**src/logic/xfer_pkg.sv**
```systemverilog
package xfer_pkg;
  // mode word field positions
  localparam int MODE_CHAIN_EN = 7;
  localparam int MODE_CHAIN_COND = 6;
  localparam int MODE_IRQ_EVERY = 5;
  localparam int MODE_AREA_SIDE = 4;
  localparam int MODE_DEST_HI = 3;
  localparam int MODE_DEST_LO = 2;
  localparam logic [7:0] MODE_RESERVED_MASK = 8'h03;
  // access size codes
  localparam logic [1:0] SIZE_BYTE = 2'h0;
  localparam logic [1:0] SIZE_WORD = 2'h1;
  localparam logic [1:0] SIZE_LONG = 2'h2;
  // short address mode keeps this many low bits
  localparam int SHORT_ADDR_BITS = 24;
  // register byte offsets
  localparam logic [4:0] OFF_CTRL = 5'h00;
  localparam logic [4:0] OFF_STATUS = 5'h04;
  localparam logic [4:0] OFF_IRQ_STAT = 5'h08;
  localparam logic [4:0] OFF_IRQ_MASK = 5'h0c;
  // control fields and reset values
  localparam int CTRL_SHORT_MODE = 0;
  localparam int CTRL_ENABLE = 1;
  localparam logic [1:0] CTRL_RESET = 2'h0;
  localparam logic [3:0] IRQ_MASK_RESET = 4'h0;
  // interrupt status bits
  localparam int EV_DONE = 0;
  localparam int EV_CPU_REQ = 1;
  localparam int EV_CHAIN = 2;
  localparam int EV_SPLIT = 3;
  localparam int EV_BITS = 4;
  // bus wait time between request and answer, one cycle
  localparam int ACK_LATENCY_CYCLES = 1;

  typedef enum logic [2:0] {
    ST_IDLE = 3'h0,
    ST_READ = 3'h1,
    ST_WRITE = 3'h2,
    ST_FINISH = 3'h3
  } state_e;

  typedef struct packed {
    logic [7:0] mode;
    logic [1:0] size;
    logic [1:0] src_mode;
    logic [31:0] src;
    logic [31:0] dst;
  } xfer_info_s;

  typedef struct packed {
    logic valid;
    logic we;
    logic [1:0] size;
    logic [31:0] addr;
    logic [31:0] wdata;
  } mem_req_s;

  typedef struct packed {
    logic valid;
    logic [31:0] addr;
  } ptr_wb_s;
endpackage : xfer_pkg

```
**src/logic/addr_former.sv**
```systemverilog
`timescale 1ns/100ps
module addr_former (
  input wire logic [31:0] ptr_i,
  input wire logic [1:0] mode_i,
  input wire logic [1:0] size_i,
  input wire logic short_i,
  output logic [31:0] eff_o,
  output logic [31:0] next_o,
  output logic wb_o
);
  logic [31:0] step;

  // step equals the access size
  always_comb begin
    case (size_i)
      xfer_pkg::SIZE_WORD: step = 32'h2;
      xfer_pkg::SIZE_LONG: step = 32'h4;
      default: step = 32'h1;
    endcase
  end

  // full mode uses all bits, short mode sign-extends bit 23
  assign eff_o = short_i ?
    {{8{ptr_i[xfer_pkg::SHORT_ADDR_BITS-1]}}, ptr_i[xfer_pkg::SHORT_ADDR_BITS-1:0]} :
    ptr_i;

  // 0x fixed without write-back, 10 increment, 11 decrement
  always_comb begin
    case (mode_i)
      2'h2: next_o = ptr_i + step;
      2'h3: next_o = ptr_i - step;
      default: next_o = ptr_i;
    endcase
  end
  assign wb_o = mode_i[1];
endmodule : addr_former

```
**src/logic/split_planner.sv**
```systemverilog
`timescale 1ns/100ps
module split_planner (
  input wire logic [1:0] addr_lo_i,
  input wire logic [2:0] remain_i,
  output logic [1:0] piece_size_o,
  output logic [2:0] piece_bytes_o
);
  // largest aligned piece that still fits the remaining bytes
  always_comb begin
    if (remain_i >= 3'h4 && addr_lo_i == 2'h0) begin
      piece_size_o = xfer_pkg::SIZE_LONG;
      piece_bytes_o = 3'h4;
    end else if (remain_i >= 3'h2 && !addr_lo_i[0]) begin
      piece_size_o = xfer_pkg::SIZE_WORD;
      piece_bytes_o = 3'h2;
    end else begin
      piece_size_o = xfer_pkg::SIZE_BYTE;
      piece_bytes_o = 3'h1;
    end
  end
endmodule : split_planner

```
**src/logic/xfer_engine.sv**
```systemverilog
`timescale 1ns/100ps
// Summary of operation
// - chain enable 0 stops chaining; 1 processes a further information set.
// - chain condition 0 chains always; 1 chains only at counter zero.
// - a chained transfer skips count check and leaves flag and enable set.
// - irq select 1 requests CPU interrupt per transfer; 0 only at count end. Here a chained transfer requests none.
// - area side 0 makes destination the repeat area; 1 makes source it.
// - destination mode 0x holds pointer without write-back; 10 increments.
// - source pointer is 32 bits, all used in full address mode.
// - short mode uses low 24 bits, upper bits copy bit 23.
// - misaligned word or longword source accesses split into smaller cycles.
// - mode word and source pointer are not CPU accessible.
// - source mode 0x fixed, 10 increments, 11 decrements by the step.
module xfer_engine (
  input wire logic CLK_I,
  input wire logic RST_B_I,
  input wire logic CYC_I,
  input wire logic STB_I,
  input wire logic WE_I,
  input wire logic [4:0] ADR_I,
  input wire logic [3:0] SEL_I,
  input wire logic [31:0] DAT_I,
  output logic [31:0] DAT_O,
  output logic ACK_O,
  input wire logic ACT_I,
  input wire xfer_pkg::xfer_info_s INFO_I,
  output logic ACT_READY_O,
  input wire logic CNT_ZERO_I,
  input wire logic REPEAT_MODE_I,
  output xfer_pkg::mem_req_s MEM_REQ_O,
  input wire logic MEM_ACK_I,
  input wire logic [31:0] MEM_RDATA_I,
  output xfer_pkg::ptr_wb_s SRC_WB_O,
  output xfer_pkg::ptr_wb_s DST_WB_O,
  output logic CHAIN_NEXT_O,
  output logic CLEAR_SRC_O,
  output logic CPU_IRQ_REQ_O,
  output logic IRQ_O
);
  xfer_pkg::state_e state_q;
  logic [7:0] mode_q;
  logic [1:0] size_q;
  logic [1:0] src_mode_q;
  logic [31:0] src_q;
  logic [31:0] dst_q;
  logic [31:0] src_start_q;
  logic [31:0] dst_start_q;
  logic [31:0] data_q;
  logic [2:0] remain_q;
  logic [1:0] offs_q;
  logic [1:0] ctrl_q;
  logic [xfer_pkg::EV_BITS-1:0] ev_stat_q;
  logic [xfer_pkg::EV_BITS-1:0] ev_mask_q;
  logic [15:0] done_cnt_q;
  logic [31:0] src_eff, src_next, dst_eff, dst_next, rd_addr;
  logic src_wb, dst_wb;
  logic [1:0] piece_size;
  logic [2:0] piece_bytes;
  logic chain, end_of_count, finish, split_ev;
  logic [xfer_pkg::EV_BITS-1:0] ev_set;
  logic bus_hit, bus_wr;

  // byte count of an access size
  function automatic logic [2:0] size_bytes(input logic [1:0] sz);
    case (sz)
      xfer_pkg::SIZE_WORD: size_bytes = 3'h2;
      xfer_pkg::SIZE_LONG: size_bytes = 3'h4;
      default: size_bytes = 3'h1;
    endcase
  endfunction : size_bytes

  // source and destination address forming
  addr_former u_src_former (
    .ptr_i(src_q),
    .mode_i(src_mode_q),
    .size_i(size_q),
    .short_i(ctrl_q[xfer_pkg::CTRL_SHORT_MODE]),
    .eff_o(src_eff),
    .next_o(src_next),
    .wb_o(src_wb)
  );
  addr_former u_dst_former (
    .ptr_i(dst_q),
    .mode_i({mode_q[xfer_pkg::MODE_DEST_HI], mode_q[xfer_pkg::MODE_DEST_LO]}),
    .size_i(size_q),
    .short_i(ctrl_q[xfer_pkg::CTRL_SHORT_MODE]),
    .eff_o(dst_eff),
    .next_o(dst_next),
    .wb_o(dst_wb)
  );

  // piece planning for the source read
  assign rd_addr = src_eff + {30'h0, offs_q};
  split_planner u_split (
    .addr_lo_i(rd_addr[1:0]),
    .remain_i(remain_q),
    .piece_size_o(piece_size),
    .piece_bytes_o(piece_bytes)
  );

  // decisions taken at the end of one data transfer
  assign finish = (state_q == xfer_pkg::ST_FINISH);
  assign chain = mode_q[xfer_pkg::MODE_CHAIN_EN] &
    (!mode_q[xfer_pkg::MODE_CHAIN_COND] | CNT_ZERO_I);
  assign end_of_count = !chain & CNT_ZERO_I;
  assign split_ev = (state_q == xfer_pkg::ST_READ) & MEM_ACK_I &
    (piece_bytes != remain_q);
  assign ACT_READY_O = (state_q == xfer_pkg::ST_IDLE) & ctrl_q[xfer_pkg::CTRL_ENABLE];

  // transfer sequencer
  always_ff @(posedge CLK_I) begin
    if (!RST_B_I) begin
      state_q <= xfer_pkg::ST_IDLE;
    end else begin
      case (state_q)
        xfer_pkg::ST_IDLE: begin
          if (ACT_I && ACT_READY_O) begin
            state_q <= xfer_pkg::ST_READ;
          end
        end
        xfer_pkg::ST_READ: begin
          if (MEM_ACK_I && piece_bytes == remain_q) begin
            state_q <= xfer_pkg::ST_WRITE;
          end
        end
        xfer_pkg::ST_WRITE: begin
          if (MEM_ACK_I) begin
            state_q <= xfer_pkg::ST_FINISH;
          end
        end
        xfer_pkg::ST_FINISH: begin
          state_q <= xfer_pkg::ST_IDLE;
        end
        default: begin
          state_q <= xfer_pkg::ST_IDLE;
        end
      endcase
    end
  end

  // transfer information, held only internally
  always_ff @(posedge CLK_I) begin
    if (!RST_B_I) begin
      mode_q <= 8'h00;
      size_q <= xfer_pkg::SIZE_BYTE;
      src_mode_q <= 2'h0;
      src_q <= 32'h0;
      dst_q <= 32'h0;
      src_start_q <= 32'h0;
      dst_start_q <= 32'h0;
    end else if (ACT_I && ACT_READY_O) begin
      mode_q <= INFO_I.mode & ~xfer_pkg::MODE_RESERVED_MASK;
      size_q <= INFO_I.size;
      src_mode_q <= INFO_I.src_mode;
      src_q <= INFO_I.src;
      dst_q <= INFO_I.dst;
      src_start_q <= INFO_I.src;
      dst_start_q <= INFO_I.dst;
    end else if (finish) begin
      // repeat area goes back to its start at counter zero
      if (REPEAT_MODE_I && CNT_ZERO_I && !mode_q[xfer_pkg::MODE_AREA_SIDE]) begin
        dst_q <= dst_start_q;
      end else begin
        dst_q <= dst_next;
      end
      if (REPEAT_MODE_I && CNT_ZERO_I && mode_q[xfer_pkg::MODE_AREA_SIDE]) begin
        src_q <= src_start_q;
      end else begin
        src_q <= src_next;
      end
    end
  end

  // source read split into pieces and assembled high byte first
  always_ff @(posedge CLK_I) begin
    if (!RST_B_I) begin
      data_q <= 32'h0;
      remain_q <= 3'h0;
      offs_q <= 2'h0;
    end else if (ACT_I && ACT_READY_O) begin
      data_q <= 32'h0;
      remain_q <= size_bytes(INFO_I.size);
      offs_q <= 2'h0;
    end else if (state_q == xfer_pkg::ST_READ && MEM_ACK_I) begin
      case (piece_size)
        xfer_pkg::SIZE_WORD: data_q <= {data_q[15:0], MEM_RDATA_I[15:0]};
        xfer_pkg::SIZE_LONG: data_q <= MEM_RDATA_I;
        default: data_q <= {data_q[23:0], MEM_RDATA_I[7:0]};
      endcase
      remain_q <= remain_q - piece_bytes;
      offs_q <= offs_q + piece_bytes[1:0];
    end
  end

  // memory request, combinational handshake from registered state
  always_comb begin
    MEM_REQ_O = '0;
    if (state_q == xfer_pkg::ST_READ) begin
      MEM_REQ_O.valid = 1'b1;
      MEM_REQ_O.size = piece_size;
      MEM_REQ_O.addr = rd_addr;
    end else if (state_q == xfer_pkg::ST_WRITE) begin
      MEM_REQ_O.valid = 1'b1;
      MEM_REQ_O.we = 1'b1;
      MEM_REQ_O.size = size_q;
      MEM_REQ_O.addr = dst_eff;
      MEM_REQ_O.wdata = data_q;
    end
  end

  // end-of-transfer pulses and pointer write-back
  always_ff @(posedge CLK_I) begin
    if (!RST_B_I) begin
      CHAIN_NEXT_O <= 1'b0;
      CLEAR_SRC_O <= 1'b0;
      CPU_IRQ_REQ_O <= 1'b0;
      SRC_WB_O <= '0;
      DST_WB_O <= '0;
    end else begin
      CHAIN_NEXT_O <= finish & chain;
      CLEAR_SRC_O <= finish & !chain &
        (end_of_count | mode_q[xfer_pkg::MODE_IRQ_EVERY]);
      CPU_IRQ_REQ_O <= finish & !chain &
        (end_of_count | mode_q[xfer_pkg::MODE_IRQ_EVERY]);
      SRC_WB_O.valid <= finish & src_wb;
      SRC_WB_O.addr <= src_next;
      DST_WB_O.valid <= finish & dst_wb;
      DST_WB_O.addr <= dst_next;
    end
  end

  // wishbone slave decode, one registered answer per strobe, one cycle later
  assign bus_hit = CYC_I & STB_I & !ACK_O;
  assign bus_wr = bus_hit & WE_I & SEL_I[0];

  // bus acknowledge and read data
  always_ff @(posedge CLK_I) begin
    if (!RST_B_I) begin
      ACK_O <= 1'b0;
      DAT_O <= 32'h0;
    end else begin
      ACK_O <= bus_hit;
      if (bus_hit && !WE_I) begin
        case (ADR_I)
          xfer_pkg::OFF_CTRL: DAT_O <= {30'h0, ctrl_q};
          xfer_pkg::OFF_STATUS: DAT_O <= {13'h0, state_q, done_cnt_q};
          xfer_pkg::OFF_IRQ_STAT: DAT_O <= {28'h0, ev_stat_q};
          xfer_pkg::OFF_IRQ_MASK: DAT_O <= {28'h0, ev_mask_q};
          default: DAT_O <= 32'h0;
        endcase
      end
    end
  end

  // control and mask registers
  always_ff @(posedge CLK_I) begin
    if (!RST_B_I) begin
      ctrl_q <= xfer_pkg::CTRL_RESET;
      ev_mask_q <= xfer_pkg::IRQ_MASK_RESET;
    end else if (bus_wr) begin
      if (ADR_I == xfer_pkg::OFF_CTRL) begin
        ctrl_q <= DAT_I[1:0];
      end
      if (ADR_I == xfer_pkg::OFF_IRQ_MASK) begin
        ev_mask_q <= DAT_I[xfer_pkg::EV_BITS-1:0];
      end
    end
  end

  // completed transfer counter
  always_ff @(posedge CLK_I) begin
    if (!RST_B_I) begin
      done_cnt_q <= 16'h0;
    end else if (finish) begin
      done_cnt_q <= done_cnt_q + 16'h1;
    end
  end

  // sticky events, set wins over write-one clear
  always_comb begin
    ev_set = '0;
    ev_set[xfer_pkg::EV_DONE] = finish & end_of_count;
    ev_set[xfer_pkg::EV_CPU_REQ] = finish & !chain &
      (end_of_count | mode_q[xfer_pkg::MODE_IRQ_EVERY]);
    ev_set[xfer_pkg::EV_CHAIN] = finish & chain;
    ev_set[xfer_pkg::EV_SPLIT] = split_ev;
  end
  always_ff @(posedge CLK_I) begin
    if (!RST_B_I) begin
      ev_stat_q <= '0;
    end else if (bus_wr && ADR_I == xfer_pkg::OFF_IRQ_STAT) begin
      ev_stat_q <= (ev_stat_q & ~DAT_I[xfer_pkg::EV_BITS-1:0]) | ev_set;
    end else begin
      ev_stat_q <= ev_stat_q | ev_set;
    end
  end
  assign IRQ_O = |(ev_stat_q & ev_mask_q);

  // checks
  property p_chain_off;
    @(posedge CLK_I) disable iff (!RST_B_I)
      (finish && !mode_q[xfer_pkg::MODE_CHAIN_EN]) |=> !CHAIN_NEXT_O;
  endproperty
  a_chain_off: assert property (p_chain_off) else $error("chain with enable off");

  property p_chain_always;
    @(posedge CLK_I) disable iff (!RST_B_I)
      (finish && mode_q[xfer_pkg::MODE_CHAIN_EN] && !mode_q[xfer_pkg::MODE_CHAIN_COND])
      |=> CHAIN_NEXT_O;
  endproperty
  a_chain_always: assert property (p_chain_always) else $error("missed chain");

  property p_chain_no_clear;
    @(posedge CLK_I) disable iff (!RST_B_I)
      CHAIN_NEXT_O |-> !CLEAR_SRC_O && !CPU_IRQ_REQ_O;
  endproperty
  a_chain_no_clear: assert property (p_chain_no_clear) else $error("clear on chain");

  property p_irq_every;
    @(posedge CLK_I) disable iff (!RST_B_I)
      (finish && !chain && mode_q[xfer_pkg::MODE_IRQ_EVERY]) |=> CPU_IRQ_REQ_O;
  endproperty
  a_irq_every: assert property (p_irq_every) else $error("missed cpu request");

  property p_irq_count;
    @(posedge CLK_I) disable iff (!RST_B_I)
      (finish && !mode_q[xfer_pkg::MODE_IRQ_EVERY] && !CNT_ZERO_I) |=> !CPU_IRQ_REQ_O;
  endproperty
  a_irq_count: assert property (p_irq_count) else $error("early cpu request");

  property p_dest_fixed;
    @(posedge CLK_I) disable iff (!RST_B_I)
      (finish && !mode_q[xfer_pkg::MODE_DEST_HI] && !REPEAT_MODE_I)
      |=> !DST_WB_O.valid && dst_q == $past(dst_q);
  endproperty
  a_dest_fixed: assert property (p_dest_fixed) else $error("fixed pointer moved");

  property p_dest_dec;
    @(posedge CLK_I) disable iff (!RST_B_I)
      (finish && mode_q[xfer_pkg::MODE_DEST_HI] && mode_q[xfer_pkg::MODE_DEST_LO]
        && !REPEAT_MODE_I)
      |=> dst_q == $past(dst_q) - {29'h0, size_bytes(size_q)};
  endproperty
  a_dest_dec: assert property (p_dest_dec) else $error("bad decrement");

  property p_short_addr;
    @(posedge CLK_I) disable iff (!RST_B_I)
      (MEM_REQ_O.valid && !MEM_REQ_O.we && ctrl_q[xfer_pkg::CTRL_SHORT_MODE])
      |-> MEM_REQ_O.addr[31:24] == {8{MEM_REQ_O.addr[23]}} || offs_q != 2'h0;
  endproperty
  a_short_addr: assert property (p_short_addr) else $error("short address unextended");

  property p_split_align;
    @(posedge CLK_I) disable iff (!RST_B_I)
      (MEM_REQ_O.valid && !MEM_REQ_O.we)
      |-> !(MEM_REQ_O.addr[0] && MEM_REQ_O.size != xfer_pkg::SIZE_BYTE)
        && !(MEM_REQ_O.addr[1] && MEM_REQ_O.size == xfer_pkg::SIZE_LONG);
  endproperty
  a_split_align: assert property (p_split_align) else $error("misaligned read piece");
endmodule : xfer_engine

```
**config.mk**
```make
export PLATFORM = sky130hd
export DESIGN_NAME = xfer_engine
export DESIGN_NICKNAME = d
export VERILOG_FILES = /design/src/logic/xfer_pkg.sv /design/src/logic/addr_former.sv /design/src/logic/split_planner.sv /design/src/logic/xfer_engine.sv
export SDC_FILE = /design/constraint.sdc
export NUM_CORES = 1
export LEC_CHECK = 0
export ABC_AREA = 1
export BUFFER_PORTS_ARGS = -buffer_cell sky130_fd_sc_hd__clkbuf_2
export CAP_MARGIN = 20
export CORE_MARGIN = 2
export CORE_UTILIZATION = 40
export CTS_BUF_LIST = sky130_fd_sc_hd__clkbuf_4 sky130_fd_sc_hd__clkbuf_8 sky130_fd_sc_hd__clkbuf_16
export CTS_CLUSTER_SIZE = 20
export DETAILED_ROUTE_END_ITERATION = 10
export HOLD_SLACK_MARGIN = 0.03
export MAX_ROUTING_LAYER = met4
export PLACE_DENSITY = 0.59
export SYNTH_ARGS = -nofsm -noshare
export SYNTH_HDL_FRONTEND = slang
export SYNTH_SLANG_ARGS = --single-unit
```
**constraint.sdc**
```tcl
create_clock -name CLK_I -period 3.49 [get_ports CLK_I]
set_input_delay 0.1745 -clock CLK_I [delete_from_list [all_inputs] [get_ports CLK_I]]
set_output_delay 0.1745 -clock CLK_I [all_outputs]
set_load 0.03 [all_outputs]
```
Word-level counts from Yosys, hierarchy flattened:

Index checks and enable logic that the tools add are counted.

* add/sub/neg operators: 8
* multipliers: 0
* divide/modulo/power cells: 0
* order comparisons: 2
* equality and inequality tests: 21
* shift-type cells: 0
* multiplexer cells: 30
* bitwise gates (word level): 23
* reductions and logical operators: 26

Operators with widths (number)
* $mux 32: 9
* $pmux 32 s2: 3
* $pmux 19 s4: 1
* $mux 68: 1
* $mux 34: 1
* $add 32x2->32: 1
* $add 32x3->32: 1
* $add 32x32->32: 1
* $sub 32x3->32: 1
* $sub 32x32->32: 1
* $mux 3: 6
* $add 16x1->16 const B: 1
* $and 1x1->1: 15
* $eq 2x2->1 const B: 7
* $pmux 3 s2: 2
* $eq 5x4->1 const B: 2
* $logic_and 1x1->1: 10
* $pmux 3 s3: 1
* $and 4x4->4: 2
* $or 4x4->4: 2
* $eq 2x1->1 const B: 3
* $eq 3x2->1 const B: 2
* $logic_not 1->1: 6
* $eq 5x3->1 const B: 1
* other kinds (23): 30

* register bits after elaboration: 305
* bits in latches: 0
* RAM bits: 0
* bits in read-only memories: 0
* output and inout port bits: 172
* word-level logic and storage cells: 133
* memories: 0

Longest topological paths before layout:

* depth in word-level cells: 10
* gate-level depth with buffers: 22
* gate-level depth less buffers: 22

Modules after synthesis:

From an unflattened synthesis, not the netlist that was laid out.

* cell total of the unflattened synthesis: 3194
* area total of the unflattened synthesis: 19784.0 um^2

Modules (own cells, without submodules)
* xfer_engine: instances 1, cells an instance 1900, area each 13506.7 um^2
* addr_former at u_dst_former: instances 1, cells an instance 641, area each 3130.5 um^2
* addr_former at u_src_former: instances 1, cells an instance 645, area each 3093.0 um^2
* split_planner: instances 1, cells an instance 8, area each 53.8 um^2

Worst setup path before layout:

No wires, ideal clock.

* path kind: register -> register
* start point: reg src_mode_q[1]
* end point: reg src_q[14]
* setup time: 0.117 ns
* data arrival time: 2.658 ns
* path slack: 0.715 ns
* stages on the path, launching flop included: 16
* clock period less this slack: 2.775 ns
* cells stage by stage: dfxtp_1 -> clkbuf_1 -> nand2_1 -> inv_1 -> ha_1 -> nand2_1 -> nand3_1 -> nand2_1 -> nand2_1 -> nand2_1 -> nand2_1 -> or2_2 -> nand3_1 -> nand3_1 -> a21oi_1 -> nor2_1

* cells in the longest elaborated chain, start to end: 5
* elaborated cells between the ends (all ways): 6

Ends and longest elaborated chain
* start, declared: RTL line xfer_engine.sv:43 `logic [1:0] src_mode_q;`
* start signal, assigned: RTL line xfer_engine.sv:154 `src_mode_q <= INFO_I.src_mode;`
* $eq 2x2->1: RTL line addr_former.sv:29 `case (mode_i)`
* $pmux 32 s2 (*): RTL line addr_former.sv:29
* $mux 32 (*): RTL line xfer_engine.sv:166 `if (REPEAT_MODE_I && CNT_ZERO_I && mode_q[xfer_pkg::MODE_AREA_SIDE]) begin`
* $mux 32 (*): RTL line xfer_engine.sv:159 `end else if (finish) begin`
* $mux 32 (*): RTL line xfer_engine.sv:151 `end else if (ACT_I && ACT_READY_O) begin`
* end signal, assigned: RTL line xfer_engine.sv:155 `src_q <= INFO_I.src;`
* end signal, assigned: RTL line xfer_engine.sv:167 `src_q <= src_start_q;`
* end signal, assigned: RTL line xfer_engine.sv:169 `src_q <= src_next;`
* end, declared: RTL line xfer_engine.sv:44 `logic [31:0] src_q;`

Mark *: on every way between the ends. The rest lies on a longest branch, timed or not. The select of a mux whose other input is x is not followed.
A chain may end at the register's enable or synchronous reset.

==> flow_summary.yaml <==
floorplan:
  core_area_um2: 45400
  floorplan.die_area_um2: 47800
  floorplan.initialDensity_pct: 40.6
  fp-row-count: 78
  die_height_um: 219
  die-width_um: 219
  design.portCount: 330
worst_setup_path:
  cp.required_ns: 3.32
  critPathArrivalTime_ns: 3.18
  crit_path_max_fanout: 6
  setup_crit_start_kind: "flop"
  timing.critical_path.to_type: "output pin"
  setup.worst_path.start: "src_q[0]$_SDFFE_PN0P_"
  reg2reg_from: "src_mode_q[0]$_SDFFE_PN0P_"
  critPathKind: "reg2out"
flow_run:
  max_cap_violations: 0
routing:
  drt-pass1-iter-count: 6
  m1WireLength_mm: 31.6
  detailroute.wirelength.met2_mm: 32.1
  drt-initial-drc-count: 1622
  drt.antenna.violating_nets: 0
  remaining_drc_errors: 0
  wl_met3_mm: 4.45
  postRouteWirelength_mm: 70.2
  post_drt_via_cell_ratio: 5.14
  topRoutingLayerUsed: "met4"
  route.detailed.wl_per_inst_um: 17.8
  dr_total_vias: 20300
synthesis:
  syn_avg_cell_area_um2: 6.21
  async_reset_ff_share_pct: 0
  syn-cell-area_um2: 18400
  seq_area_frac_synth_pct: 31.5
  yosys_warnings: 0
  syn_inst: 2969
  synth_edf_count: 0
  ys.flop_type: "sky130_fd_sc_hd__dfxtp_1"
  synth.ff_latch_count: 290
  synth.distinct_cells: 55
timing:
  post_route_clock_skew_ns: 0.0144
  total_of_endpoints_with_negative_setup_slack_in_the_final_report: 0
  finalWorstSetupSlack_ns: 0.138
  report.final.hold_viol_count: 0
  post-route-min-period_ns: 3.35
  slew_viol_final: 0
  fmaxAchievable_mhz: 298
  max_slew.worst_pin.slew_ns: 0.879
  rsz0062_at_grt: "false"
  timing.max_slew.rel_slack_pct: 41.4
  finalCritPeriodShare_pct: 96.1
  hold-worst-slack_ns: 0.0788
  totalNegativeSetupSlack_ns: 0
grt:
  grt_use_total_pct: 29.8
  grt_pass1_wl_mm: 107
  grt_pass1_vias: 19200
  grt_remaining_overflow: 0
  grt_start_max_net_pins: 97
  antenna_found_initial: 3
placement:
  placed_cells_incl_taps: 3764
  place_congestion: 0.977
  portBuffers: 282
  dpl-instance-area_um2: 20400
  place_ws_ns: 0.432
  total_half_perimeter_wirelength_after_legalization_and_detailed_placement_mm: 52.2
power_and_ir_drop:
  total_power_mw: 9.94
  ir_worst_vdd_uv: 355
  leakage_nw: 11.1
  power_density_nw_per_um2: 435
worst_hold_path:
  worst_hold_path_type: "in2reg"
  min_from: "RST_B_I"
finish:
  finish.cell_count_without_fillers: 3946
  filler_cell_count: 4711
  layout.nets: 3555
  utilization_pct: 50.3
  syn2layout_area_growth_pct: 23.8
  stdcell_area_um2: 22800
  layout-drive-gt1-share_pct: 13.5
clock_tree:
  clk_pin_slew_ns: 0.06
  clock_latency_late_sink_ns: 0.57
  clockRootBuffer: "sky130_fd_sc_hd__clkbuf_16"
  cts_tree: "yes"
  tritoncts.num_buffers: 36
  cts.sink_count: 290
  cts_htree_levels: 2
  cts-root-to-sink-buffers: 3
  post_cts_setup_buffers: 0
run_status:
  run_status: "complete, no violations"
==> critical path, cell delays in order, from the launching register on <==
cell	delay (ns)
sky130_fd_sc_hd__dfxtp_1	0.38
sky130_fd_sc_hd__ha_1	0.18
sky130_fd_sc_hd__inv_1	0.05
sky130_fd_sc_hd__fa_1	0.51
sky130_fd_sc_hd__nor2_2	0.28
sky130_fd_sc_hd__inv_2	0.09
sky130_fd_sc_hd__nor2_4	0.17
sky130_fd_sc_hd__nand3_2	0.14
sky130_fd_sc_hd__nor3_2	0.11
sky130_fd_sc_hd__o21ai_0	0.08
sky130_fd_sc_hd__o21ai_1	0.32
sky130_fd_sc_hd__clkbuf_2	0.28
==> cells in the final DEF, fill, tap and decap left out, drive strengths merged, types with 22 or more instances in the layout <==
cell         netlist  final
a21oi            278    278
buf               36     34
clkbuf            97    332
dfxtp            290    290
dlygate4sd3        0    115
ha                76     76
inv              476    479
nand2            898    898
nand3            153    153
nor2             215    215
nor3              26     26
o211ai            25     25
o21ai            171    171
o22ai             68     68
xor2              22     22
==> per-layer routing <==
| metal | track usage (%) | vias up |
|---|---|---|
| met5 | - | - |
| met4 | 10.1 | 0 |
| met3 | 4.93 | 122 |
| met2 | 47.3 | 638 |
| met1 | 38.5 | 9329 |
| li1 | - | 10200 |
==> sequential cells by signal (all words and copies together), names as in the netlist, 16 cells and up <==
name and cells:
SRC_WB_O 33, done_cnt_q 16, dst_start_q 32, DST_WB_O 33, src_start_q 32, src_q 32
DAT_O 18, dst_q 32, data_q 32
==> where the power goes <==
part / internal (mW) / total, mW / switching [mW]
combinational: 0.759 / 2.30 / 1.54
sequential: 3.53 / 3.77 / 0.240
clock: 2.28 / 3.86 / 1.58
total: 6.57 / 9.94 / 3.36
==> synth_stat cells (18+ instances only) <==
cell	n	area share [%]
sky130_fd_sc_hd__nor2_1	204	4.2
sky130_fd_sc_hd__o22ai_1	68	2.3
sky130_fd_sc_hd__dfxtp_1	290	32
sky130_fd_sc_hd__o21ai_0	157	4.3
sky130_fd_sc_hd__nand2_1	894	18
sky130_fd_sc_hd__o211ai_1	25	1.0
sky130_fd_sc_hd__a21oi_1	278	7.5
sky130_fd_sc_hd__nand3b_1	18	0.73
sky130_fd_sc_hd__nand3_1	150	4.1
sky130_fd_sc_hd__ha_1	76	5.2
sky130_fd_sc_hd__xor2_1	22	1.0
sky130_fd_sc_hd__clkbuf_1	96	2.0
sky130_fd_sc_hd__inv_1	462	9.4
sky130_fd_sc_hd__nor3_1	18	0.49
sky130_fd_sc_hd__a31oi_1	20	0.68
==> worst paths after layout <==
path | to | slack [ns] | cells after the start
hold reg to reg | src_start_q[1]$_SDFFE_PN0P_ | 0.45 | 2
hold / removal | SRC_WB_O[0]$_SDFF_PN0_ | 0.08 | 3
setup / recovery | MEM_REQ_O[56] | 0.14 | 11
setup reg to reg | src_q[16]$_SDFFE_PN0P_ | 0.34 | 15
==> kinds of logic (layout without fill, tap and decap cells) <==
| group | count (synthesis) | count (layout) | share of synthesized area [%] |
|---|---|---|---|
| simple gates | 1360 | 1360 | 30.8 |
| buf+inv | 614 | 975 | 12.9 |
| compound gates | 595 | 595 | 17.8 |
| flops | 290 | 290 | 31.5 |
| fa+ha+maj | 80 | 80 | 5.59 |
| xor+xnor | 28 | 28 | 1.33 |
| other cells | 1 | 17 | 0.0203 |
| mux | 1 | 1 | 0.0543 |
==> what timing repair did <==
item                       in CTS  in global routing
hold buffers                  115                  0
setup endpoints to repair       0                  4
gates resized for setup         0                  4
hold endpoints to repair      186                  0
==> final cells by class <==
cell class | instances | area (µm²) | share of cell area, %
clock buffer | 51 | 1060 | 4.63
tap | 600 | 751 | 3.29
inverter | 481 | 1810 | 7.93
antenna | 3 | 7.51 | 0.0329
clock inverter | 13 | 154 | 0.674
sequential | 290 | 5810 | 25.4
timing repair buffer | 430 | 2900 | 12.7
multi-input combinational | 2078 | 10300 | 45.3
Note: power is estimated with default switching activity, not from simulation.
